$ cat src/hdl/ssc_pkg.sv
// shared constants and carrier types of the serial command latch
// assumes one 10 MHz system clock; every pin enters asynchronously
package ssc_pkg;

   localparam int unsigned WORD_W = 16;
   localparam int unsigned GROUPS = 2;
   localparam int unsigned LEVEL_W = 4;
   localparam int unsigned DSEL_W = 2;
   localparam int unsigned ENTRY_W = 4;
   localparam int unsigned PCT_W = 7;

   // command word layout
   localparam int unsigned SCALE_LSB = 0;
   localparam int unsigned SCALE_W = 2;
   localparam int unsigned PB_DSEL_LSB = 2;
   localparam int unsigned PB_LEVEL_LSB = 4;
   localparam int unsigned PB_POL_BIT = 8;
   localparam int unsigned PA_DSEL_LSB = 9;
   localparam int unsigned PA_LEVEL_LSB = 11;
   localparam int unsigned PA_POL_BIT = 15;

   // scale code is {bit1, bit0}
   localparam logic [SCALE_W-1:0] SCALE_CODE_100 = 2'h3;
   localparam logic [SCALE_W-1:0] SCALE_CODE_85 = 2'h2;
   localparam logic [SCALE_W-1:0] SCALE_CODE_70 = 2'h1;
   localparam logic [PCT_W-1:0] PCT_100 = 7'h64;
   localparam logic [PCT_W-1:0] PCT_85 = 7'h55;
   localparam logic [PCT_W-1:0] PCT_70 = 7'h46;
   localparam logic [PCT_W-1:0] PCT_50 = 7'h32;

   localparam logic [LEVEL_W-1:0] LEVEL_OFF = 4'h0;
   localparam logic [WORD_W-1:0] WORD_CLEAR = 16'h0000;

   // decay table: entry n in bits 4n+3..4n, bit 3 of an entry = mixed, bits 2..0 = ratio
   localparam logic [WORD_W-1:0] TABLE_DEFAULT = 16'hFDA0;

   // synchroniser lane map
   localparam int unsigned SY_W = 12;
   localparam int unsigned SY_RESETN = 0;
   localparam int unsigned SY_SETUP = 1;
   localparam int unsigned SY_LOGIC_OK = 2;
   localparam int unsigned SY_MOTOR_OK = 3;
   localparam int unsigned SY_THERMAL = 4;
   localparam int unsigned SY_OVERCUR = 5;
   localparam int unsigned SY_LINK_BASE = 6;
   localparam int unsigned LINK_STRIDE = 3;
   localparam int unsigned LINK_CLK = 0;
   localparam int unsigned LINK_DATA = 1;
   localparam int unsigned LINK_STB = 2;

   typedef struct packed {
      logic serClk;
      logic serData;
      logic strobe;
   } ssc_link_t;

   typedef struct packed {
      logic [DSEL_W-1:0] decaySel;
      logic [LEVEL_W-1:0] level;
      logic polarity;
   } ssc_phase_cmd_t;

   typedef struct packed {
      ssc_phase_cmd_t cmd;
      logic [ENTRY_W-1:0] decayEntry;
      logic bridgePos;
      logic bridgeNeg;
   } ssc_phase_out_t;

   typedef struct packed {
      logic [PCT_W-1:0] scalePct;
      ssc_phase_out_t phA;
      ssc_phase_out_t phB;
   } ssc_group_out_t;

endpackage

$ cat src/hdl/ssc_pin_sync.sv
// two-flop synchroniser bank with edge pulses taken after the second flop
// assumes asynchronous pins and a clock at least several times faster than them
module ssc_pin_sync #(
   parameter int unsigned W = 1
) (
   input wire logic clk,
   input wire logic rst,
   input wire logic clkEn,
   input wire logic [W-1:0] pinIn,
   output logic [W-1:0] level,
   output logic [W-1:0] rise,
   output logic [W-1:0] fall
);
   typedef struct packed {
      logic [W-1:0] meta;
      logic [W-1:0] stable;
      logic [W-1:0] prev;
   } ssc_sync_state_t;

   ssc_sync_state_t st_ff;
   ssc_sync_state_t nxt_st;

   always_comb
   begin
      nxt_st = st_ff;
      if (clkEn)
      begin
         nxt_st.meta = pinIn;
         nxt_st.stable = st_ff.meta;
         nxt_st.prev = st_ff.stable;
      end
   end

   always_ff @(posedge clk or posedge rst)
   begin
      if (rst)
      begin
         st_ff <= '0;
      end
      else
      begin
         st_ff <= nxt_st;
      end
   end

   // edges only from the stable and previous stages, never from meta
   genvar i;
   generate
      for (i = 0; i < W; i++)
      begin : g_edge
         assign level[i] = st_ff.stable[i];
         assign rise[i] = clkEn & st_ff.stable[i] & ~st_ff.prev[i];
         assign fall[i] = clkEn & ~st_ff.stable[i] & st_ff.prev[i];
      end
   endgenerate
endmodule // ssc_pin_sync

$ cat src/hdl/ssc_decay_table.sv
// decay timing table of one channel group, four entries of four bits
// assumes load and clear come from the same clock domain
module ssc_decay_table (
   input wire logic clk,
   input wire logic rst,
   input wire logic clkEn,
   input wire logic load,
   input wire logic clear,
   input wire logic [ssc_pkg::WORD_W-1:0] loadWord,
   input wire logic [ssc_pkg::DSEL_W-1:0] selA,
   input wire logic [ssc_pkg::DSEL_W-1:0] selB,
   output logic [ssc_pkg::ENTRY_W-1:0] entryA,
   output logic [ssc_pkg::ENTRY_W-1:0] entryB
);
   import ssc_pkg::*;

   typedef struct packed {
      logic [WORD_W-1:0] entries;
   } ssc_table_state_t;

   ssc_table_state_t st_ff;
   ssc_table_state_t nxt_st;

   function automatic logic [ENTRY_W-1:0] pick(input logic [WORD_W-1:0] t, input logic [DSEL_W-1:0] s);
      pick = t[s*ENTRY_W +: ENTRY_W];
   endfunction

   always_comb
   begin
      nxt_st = st_ff;
      if (clkEn)
      begin
         if (clear)
         begin
            nxt_st.entries = TABLE_DEFAULT;
         end
         else if (load)
         begin
            nxt_st.entries = loadWord;
         end
      end
   end

   always_ff @(posedge clk or posedge rst)
   begin
      if (rst)
      begin
         st_ff.entries <= TABLE_DEFAULT;
      end
      else
      begin
         st_ff <= nxt_st;
      end
   end

   assign entryA = pick(st_ff.entries, selA);
   assign entryB = pick(st_ff.entries, selB);
endmodule // ssc_decay_table

$ cat src/hdl/ssc_command_latch.sv
// serial command latch of a dual stepping-motor driver: two channel groups,
// each with its own shift register, command latch and decay table
// assumes all pins are asynchronous to clk and the serial clock is well below clk/4
//
// Functional notes
// - sixteen-bit word arrives bit 0 first
// - serial clock falling edge shifts data in
// - serial clock rising edge shifts nothing
// - latch pulse rise copies shift register
// - command latch otherwise holds its value
// - reset low: outputs off, pump halted, cleared
// - supply low clears; logic supply clears table
// - fault: outputs off, hold, until reset
// - thermal or overcurrent forces shutdown
// - overcurrent stays latched until reset asserted
// - scale bits pick 100/85/70/50 percent
// - per-phase decay select picks table entry
// - default table: slow, mixed ratio 2, mixed ratio 5, fast
// - four-bit level per phase, sixteen steps
// - zero level turns phase bridge off
// - polarity bit chooses output direction
// - second group identical and independent
// - setup high loads decay table instead
module ssc_command_latch (
   input wire logic clk,
   input wire logic rst,
   input wire logic clkEn,
   input wire logic resetN,
   input wire logic tableSetup,
   input wire logic logicSupplyOk,
   input wire logic motorSupplyOk,
   input wire logic thermalShutdown,
   input wire logic overcurrentShutdown,
   input wire ssc_pkg::ssc_link_t [ssc_pkg::GROUPS-1:0] link,
   output ssc_pkg::ssc_group_out_t [ssc_pkg::GROUPS-1:0] groupOut,
   output logic [ssc_pkg::GROUPS-1:0][ssc_pkg::WORD_W-1:0] cmdWord,
   output logic [ssc_pkg::GROUPS-1:0][ssc_pkg::WORD_W-1:0] shiftWord,
   output logic outputsOff,
   output logic chargePumpRun,
   output logic protLatched
);
   import ssc_pkg::*;

   ////////////////////////////////////////////////////////////////////////////
   // state

   typedef struct packed {
      logic [GROUPS-1:0][WORD_W-1:0] shiftReg;
      logic [GROUPS-1:0][WORD_W-1:0] cmdLatch;
      ssc_group_out_t [GROUPS-1:0] grpOut;
      logic protLatch;
      logic outOff;
      logic pumpRun;
   } ssc_top_state_t;

   ssc_top_state_t st_ff;
   ssc_top_state_t nxt_st;

   ////////////////////////////////////////////////////////////////////////////
   // decoding helpers

   function automatic ssc_phase_cmd_t phaseCmd(input logic [WORD_W-1:0] w, input logic phaseA);
      ssc_phase_cmd_t c;
      c = '0;
      if (phaseA)
      begin
         c.decaySel = w[PA_DSEL_LSB +: DSEL_W];
         c.level = w[PA_LEVEL_LSB +: LEVEL_W];
         c.polarity = w[PA_POL_BIT];
      end
      else
      begin
         c.decaySel = w[PB_DSEL_LSB +: DSEL_W];
         c.level = w[PB_LEVEL_LSB +: LEVEL_W];
         c.polarity = w[PB_POL_BIT];
      end
      phaseCmd = c;
   endfunction

   function automatic logic [PCT_W-1:0] scalePct(input logic [WORD_W-1:0] w);
      logic [SCALE_W-1:0] code;
      code = w[SCALE_LSB +: SCALE_W];
      case (code)
         SCALE_CODE_100: scalePct = PCT_100;
         SCALE_CODE_85: scalePct = PCT_85;
         SCALE_CODE_70: scalePct = PCT_70;
         default: scalePct = PCT_50;
      endcase
   endfunction

   function automatic ssc_phase_out_t phaseDrive(input ssc_phase_cmd_t c, input logic [ENTRY_W-1:0] entry,
                                                 input logic off);
      ssc_phase_out_t p;
      logic on;
      p = '0;
      p.cmd = c;
      p.decayEntry = entry;
      on = ~off & (c.level != LEVEL_OFF);
      p.bridgePos = on & c.polarity;
      p.bridgeNeg = on & ~c.polarity;
      phaseDrive = p;
   endfunction

   ////////////////////////////////////////////////////////////////////////////
   // pin synchronisers

   logic [SY_W-1:0] syPins;
   logic [SY_W-1:0] syLevel;
   logic [SY_W-1:0] syRise;
   logic [SY_W-1:0] syFall;

   assign syPins[SY_RESETN] = resetN;
   assign syPins[SY_SETUP] = tableSetup;
   assign syPins[SY_LOGIC_OK] = logicSupplyOk;
   assign syPins[SY_MOTOR_OK] = motorSupplyOk;
   assign syPins[SY_THERMAL] = thermalShutdown;
   assign syPins[SY_OVERCUR] = overcurrentShutdown;

   genvar g;
   generate
      for (g = 0; g < GROUPS; g++)
      begin : g_link_pins
         assign syPins[SY_LINK_BASE + g*LINK_STRIDE + LINK_CLK] = link[g].serClk;
         assign syPins[SY_LINK_BASE + g*LINK_STRIDE + LINK_DATA] = link[g].serData;
         assign syPins[SY_LINK_BASE + g*LINK_STRIDE + LINK_STB] = link[g].strobe;
      end
   endgenerate

   // data and serial clock share one synchroniser depth, so the data seen at a
   // detected falling edge is the level the pin held at that edge
   ssc_pin_sync #(
      .W(SY_W)
   ) u_sync (
      .clk(clk),
      .rst(rst),
      .clkEn(clkEn),
      .pinIn(syPins),
      .level(syLevel),
      .rise(syRise),
      .fall(syFall)
   );

   ////////////////////////////////////////////////////////////////////////////
   // global conditions

   logic resetActive;
   logic supplyFail;
   logic faultNow;
   logic accept;

   // a synchronised reset that reads low after power-up keeps the block off
   // until the pin is seen high, which is the safe direction
   assign resetActive = ~syLevel[SY_RESETN];
   assign supplyFail = ~syLevel[SY_LOGIC_OK] | ~syLevel[SY_MOTOR_OK];
   assign faultNow = syLevel[SY_THERMAL] | syLevel[SY_OVERCUR];
   // a fault seen one cycle before the latch sets must already stop shifting
   assign accept = ~resetActive & ~supplyFail & ~faultNow & ~st_ff.protLatch;

   ////////////////////////////////////////////////////////////////////////////
   // decay tables, one per group

   logic [GROUPS-1:0] tableLoad;
   logic [GROUPS-1:0][ENTRY_W-1:0] entryA;
   logic [GROUPS-1:0][ENTRY_W-1:0] entryB;
   ssc_phase_cmd_t [GROUPS-1:0] cmdA;
   ssc_phase_cmd_t [GROUPS-1:0] cmdB;

   generate
      for (g = 0; g < GROUPS; g++)
      begin : g_table
         assign cmdA[g] = phaseCmd(st_ff.cmdLatch[g], 1'b1);
         assign cmdB[g] = phaseCmd(st_ff.cmdLatch[g], 1'b0);
         // setup mode steers the latch pulse into the table instead of the command latch
         assign tableLoad[g] = accept & syLevel[SY_SETUP]
                               & syRise[SY_LINK_BASE + g*LINK_STRIDE + LINK_STB];

         ssc_decay_table u_table (
            .clk(clk),
            .rst(rst),
            .clkEn(clkEn),
            .load(tableLoad[g]),
            .clear(~syLevel[SY_LOGIC_OK]),
            .loadWord(st_ff.shiftReg[g]),
            .selA(cmdA[g].decaySel),
            .selB(cmdB[g].decaySel),
            .entryA(entryA[g]),
            .entryB(entryB[g])
         );
      end
   endgenerate

   ////////////////////////////////////////////////////////////////////////////
   // next state

   always_comb
   begin
      nxt_st = st_ff;
      if (clkEn)
      begin
         // set wins over clear so a fault during reset stays latched
         nxt_st.protLatch = faultNow | (st_ff.protLatch & ~resetActive);
         nxt_st.outOff = resetActive | supplyFail | faultNow | st_ff.protLatch;
         nxt_st.pumpRun = ~(resetActive | supplyFail | faultNow | st_ff.protLatch);

         for (int i = 0; i < GROUPS; i++)
         begin
            // each group runs off its own link pins plus the shared reset, supply, fault and setup pins
            if (resetActive | supplyFail)
            begin
               nxt_st.shiftReg[i] = WORD_CLEAR;
            end
            else if (accept & syFall[SY_LINK_BASE + i*LINK_STRIDE + LINK_CLK])
            begin
               // right shift: the first bit sent settles at bit 0 after sixteen edges
               nxt_st.shiftReg[i] = {syLevel[SY_LINK_BASE + i*LINK_STRIDE + LINK_DATA],
                                     st_ff.shiftReg[i][WORD_W-1:1]};
            end
            // a protection fault simply leaves the shift register as it was

            if (accept & ~syLevel[SY_SETUP] & syRise[SY_LINK_BASE + i*LINK_STRIDE + LINK_STB])
            begin
               nxt_st.cmdLatch[i] = st_ff.shiftReg[i];
            end

            nxt_st.grpOut[i].scalePct = scalePct(st_ff.cmdLatch[i]);
            nxt_st.grpOut[i].phA = phaseDrive(cmdA[i], entryA[i], st_ff.outOff);
            nxt_st.grpOut[i].phB = phaseDrive(cmdB[i], entryB[i], st_ff.outOff);
         end
      end
   end

   always_ff @(posedge clk or posedge rst)
   begin
      if (rst)
      begin
         st_ff.shiftReg <= '0;
         st_ff.cmdLatch <= '0;
         st_ff.grpOut <= '0;
         st_ff.protLatch <= 1'b0;
         st_ff.outOff <= 1'b1;
         st_ff.pumpRun <= 1'b0;
      end
      else
      begin
         st_ff <= nxt_st;
      end
   end

   ////////////////////////////////////////////////////////////////////////////
   // outputs, all from flops

   assign groupOut = st_ff.grpOut;
   assign cmdWord = st_ff.cmdLatch;
   assign shiftWord = st_ff.shiftReg;
   assign outputsOff = st_ff.outOff;
   assign chargePumpRun = st_ff.pumpRun;
   assign protLatched = st_ff.protLatch;
endmodule // ssc_command_latch

$ cat config.mk
export PLATFORM = sky130hd
export DESIGN_NAME = ssc_command_latch
export DESIGN_NICKNAME = d
export VERILOG_FILES = /design/src/hdl/ssc_pkg.sv /design/src/hdl/ssc_pin_sync.sv /design/src/hdl/ssc_decay_table.sv /design/src/hdl/ssc_command_latch.sv
export SDC_FILE = /design/constraint.sdc
export NUM_CORES = 1
export LEC_CHECK = 0
export BUFFER_PORTS_ARGS = -buffer_cell sky130_fd_sc_hd__buf_2
export CAP_MARGIN = 20
export CORE_MARGIN = 10
export CORE_UTILIZATION = 25
export DETAILED_ROUTE_END_ITERATION = 7
export GPL_ROUTABILITY_DRIVEN = 0
export GPL_TIMING_DRIVEN = 0
export REMOVE_ABC_BUFFERS = 1
export SYNTH_ARGS = -nofsm -noshare
export SYNTH_HDL_FRONTEND = slang
export SYNTH_HIERARCHICAL = 1
export SYNTH_SLANG_ARGS = --single-unit
$ cat constraint.sdc
create_clock -name clk -period 4.4 [get_ports clk]
set_input_delay 0.44 -clock clk [delete_from_list [all_inputs] [get_ports clk]]
set_output_delay 0.44 -clock clk [all_outputs]
set_load 0.03 [all_outputs]
; Word-level counts from Yosys, hierarchy flattened
; Index checks and enable logic that the tools add are counted.
[totals]
register_bits = 201
input_bits = 15
output_inout_bits = 133
wordCells = 127
[op_classes]
eq_ne = 8
shifts = 4
mux = 10
bitwise = 55
reduce_logical = 12
[ops]
columns = op, count
row1 = $mux 16, 8
row2 = $shiftx 16x5->4, 4
row3 = $pmux 7 s3, 2
row4 = $and 1x1->1, 32
row5 = $not 1->1, 17
row6 = $reduce_bool 4->1, 4
row7 = $reduce_and 2->1, 6
row8 = $eq 2x2->1 const B, 4
row9 = $or 1x1->1, 6
row10 = $eq 2x1->1 const B, 2
row11 = $ne 2x1->1 const B, 2
row12 = $reduce_bool 2->1, 2

; Depth between registers and ports, before layout
[depth]
ltp_word = 10
depth_mapped = 8
ltp_nobuf = 5

; Modules after synthesis
; Netlist, hierarchy kept.
[modules_own_cells]
columns = module, instances, cells_each, area_each_um2, seq_area_each_um2
row1 = ssc_command_latch, 1, 343, 4983.5, 3229.3
row2 = ssc_pin_sync, 1, 116, 1838.0, 900.9
row3 = ssc_decay_table, 2, 48, 804.5, 411.6

; Worst setup path before layout
; OpenSTA, ideal clock, no wires.
[synth_timing]
kind = input to register
start = input clkEn
end = register st_ff (netlist bit cmdWord[0])
setup_ns = 0.125
arrival_ns = 1.889
t_required_ns = 4.275
slack_ns = 2.386
stages = 7
n_path_buf = 3
path_cell_list = buf_6 clkbuf_2 and3b_1 inv_1 nor4_4 buf_6 mux2_2
[synth_between]
elab_chain_cells = 4
[synth_rtl]
columns = element, line
row1 = "start, declared", ssc_command_latch.sv:27  ; input wire logic clkEn,
row2 = $and 1x1->1 (2 in a row), ssc_pin_sync.sv:52  ; assign rise[i] = clkEn & st_ff.stable[i] & ~st_ff.prev[i];
row3 = named net syRise[8], ssc_command_latch.sv:109  ; logic [SY_W-1:0] syRise;
row4 = $and 1x1->1, ssc_command_latch.sv:220  ; if (accept & ~syLevel[SY_SETUP] & syRise[SY_LINK_BASE + i*LINK_STRIDE + LINK_STB])
row5 = $reduce_and 2->1 (no source line), -
row6 = "end signal, assigned", ssc_command_latch.sv:245  ; st_ff <= nxt_st;
row7 = "end, declared", ssc_command_latch.sv:56  ; ssc_top_state_t st_ff;
; The timed path passes the listed nets, and every way through them passes these cells.
; A chain may end at the register's enable or synchronous reset.

; Worst setup path in the final report
[layout_timing]
start = input clkEn
end = register st_ff (netlist bit shiftWord[18])
[layout_between]
elab_chain_cells = 5
[layout_rtl]
columns = element, line
row1 = $and 1x1->1 (2 in a row), ssc_pin_sync.sv:53  ; assign fall[i] = clkEn & ~st_ff.stable[i] & st_ff.prev[i];
row2 = named net syFall[9], ssc_command_latch.sv:110  ; logic [SY_W-1:0] syFall;
row3 = $and 1x1->1, ssc_command_latch.sv:212  ; else if (accept & syFall[SY_LINK_BASE + i*LINK_STRIDE + LINK_CLK])
row4 = $reduce_bool 2->1 (no source line), -
row5 = $reduce_and 2->1 (no source line), -
; The timed path passes the listed nets, and every way through them passes these cells.

==> key figures <==
Run status
  – Status: finished clean

Drt
  – Initial drt markers: 208
  – Avg WL per Cell: 18.8 um
  – Drt first pass iters: 4
  – Vias per cell: 4.45
  – DRT antenna net count: 0
  – Drt total wl: 20.1 mm
  – # DRC: 0
  – Via count: 4,747

Cells and area
  – Commonest non-fill, non-tap cell in the layout: dfrtp_1
  – Ratio of cells with drive above 1 in the final layout: 0.477
  – Final nets: 672
  – Most frequent cells in the layout: dfrtp_1 (170), buf_2 (144), mux2_2 (74), a22o_1 (46), mux2_4 (28)
  – # diodes: 0
  – Synthesis-to-finish area growth: 21.7%
  – Fillcell total: 3,143

Clocking
  – CTS tree: built
  – Clk_lat worst skew: 0.44 ns
  – Inserted Clock Buffers: 17
  – Postcts setup bufs: 0
  – Clock sinks: 189
  – Clock Tree Root: clkbuf_16
  – Clock tree buffer depth: 2
  – Clk slew on worst S/H paths: 0.08 ns
  – CTS resizes: 0
  – # H-tree levels: 4

Placed design
  – Port Buf Inserts: 145
  – Post-detail-place hpwl: 14.8 mm

Die
  – I/O Pins: 148
  – Die area: 0.0391 mm^2
  – Die Y: 198 um
  – Initial Utilization: 0.252
  – Number of core rows: 65
  – Core area: 0.0314 mm^2
  – DIE WIDTH: 198 um

Min path
  – Min-Delay Path Depth: 2
  – Hold WC Path Type: primary input to flop
  – Hold EP: u_sync/st_ff[25]$_DFFE_PP0P_
  – Worst min-delay path startpoint: tableSetup

Setup path
  – CP required: 4.78 ns
  – Reg2reg path depth: 4
  – CP Data Arrival Time: 2.81 ns
  – CP Buf/Inv Count: 3
  – Delay of the slowest critical-path stage: 0.62 ns
  – Worst setup SP type: primary input
  – CP Class: primary input to flop
  – CP Cell Sequence: buf_6 > buf_16 > and3b_1 > nor4b_1 > nor2b_1 > buf_4 > a22o_1
  – Delay-heaviest family, CP: simple AND/OR/NAND/NOR gates
  – WP depth: 7
  – Worst r2r src: u_sync/level[5]$_DFFE_PP0P_
  – Worst r2r dst: cmdWord[8]$_DFFE_PP0P_
  – Crit-path max FO: 73
  – CP max-delay cell: nor2b_1
  – Crit. End Element: flop
  – Flop2flop setup slack: 2.28 ns

STA
  – Peak Freq: 411 MHz
  – Final Hold Fails: 0
  – Fin. max-slew vios: 0
  – RSZ-0062 raised after global routing: false
  – Worst-margin pin slew: 1.03 ns
  – Final setup violation count: 0
  – Hold WS: 0.224 ns
  – Max_slew headroom: 0.303
  – Minimum clock period: 2.43 ns
  – Layout Skew: 0.0107 ns
  – Fin crit share: 0.553

Global route
  – Vias in the first global route: 4,887
  – Largest net degree at the start of global routing: 77
  – Initial antenna violation count: 0
  – Global-route wire length before repair: 30.8 mm
  – Total GRT Usage: 0.104
  – GR Overflow Total: 0

Logic synthesis
  – Mapped Cells: 514
  – Yosys warns: 6
  – Mean post-synth cell area: 15.4 um^2
  – Mapped Area: 0.00790 mm^2

Power
  – VDD IR max: 0.234 mV
  – P per Cell Area: 376 mW/mm^2
  – Total power: 3.61 mW
  – Lkg Pwr: 4.84 nW

Flow run
  – Max Cap Violations: 0
-- metal layers --
layer,part of all wire,up-vias,GRT usage
li1,-,2191,-
met1,0.49,2440,0.143
met2,0.45,99,0.153
met3,0.046,17,0.0294
met4,0.014,0,0.0345
met5,0,-,0
-- power by group --
group | internal, mW | switching [mW]
combinational | 0.0895 | 0.118
sequential | 1.78 | 0.0343
clock | 0.831 | 0.764
total | 2.70 | 0.917
-- sequential cells by signal (all words and copies together), names as in the netlist, 12 cells and up --
register and count:
groupOut 62, cmdWord 32, g_table.u_table/st_ff 32, shiftWord 32
u_sync/st_ff 16, u_sync/level 12
-- final cells by class --
class | instances | area [um^2] | area share
flip-flops and latches | 189 | 4750 | 0.494
repair buffers | 155 | 885 | 0.0920
clock buffers | 18 | 439 | 0.0457
multi-input cells | 271 | 2800 | 0.291
inverters | 17 | 68.8 | 0.00716
clock inverters | 14 | 168 | 0.0174
well taps | 402 | 503 | 0.0523
-- per-stage QoR --
stage	util	setup TNS (ns)	std cells	setup slack, ns	instance area (um^2)
CTS	0.305	0	1064	1.95	9580
detailed placement	0.286	0	1032	1.46	8970
floorplan	-	0	477	0.521	7610
global placement	0.282	-228.42	1024	-1.48	8840
global route	0.306	0	1066	1.76	9610
finish	0.306	0	1066	1.97	9610
-- worst max path at each step --
stage | startpoint | end
3_3_place_gp | rst | groupOut[59]$_DFFE_PP0P_
4_1_cts | clkEn | cmdWord[5]$_DFFE_PP0P_
2_1_floorplan | rst | chargePumpRun$_DFFE_PP0P_
3_5_place_dp | clkEn | cmdWord[5]$_DFFE_PP0P_
6_report | clkEn | shiftWord[18]$_DFFE_PP0P_
5_1_grt | clkEn | shiftWord[25]$_DFFE_PP0P_
-- timing repair --
action                                 4_1_cts  5_1_grt
endpoints found under the hold margin        0        2
hold buffers                                 0        1
setup endpoints to repair                    0        0
(Power assumes the default switching activity.)
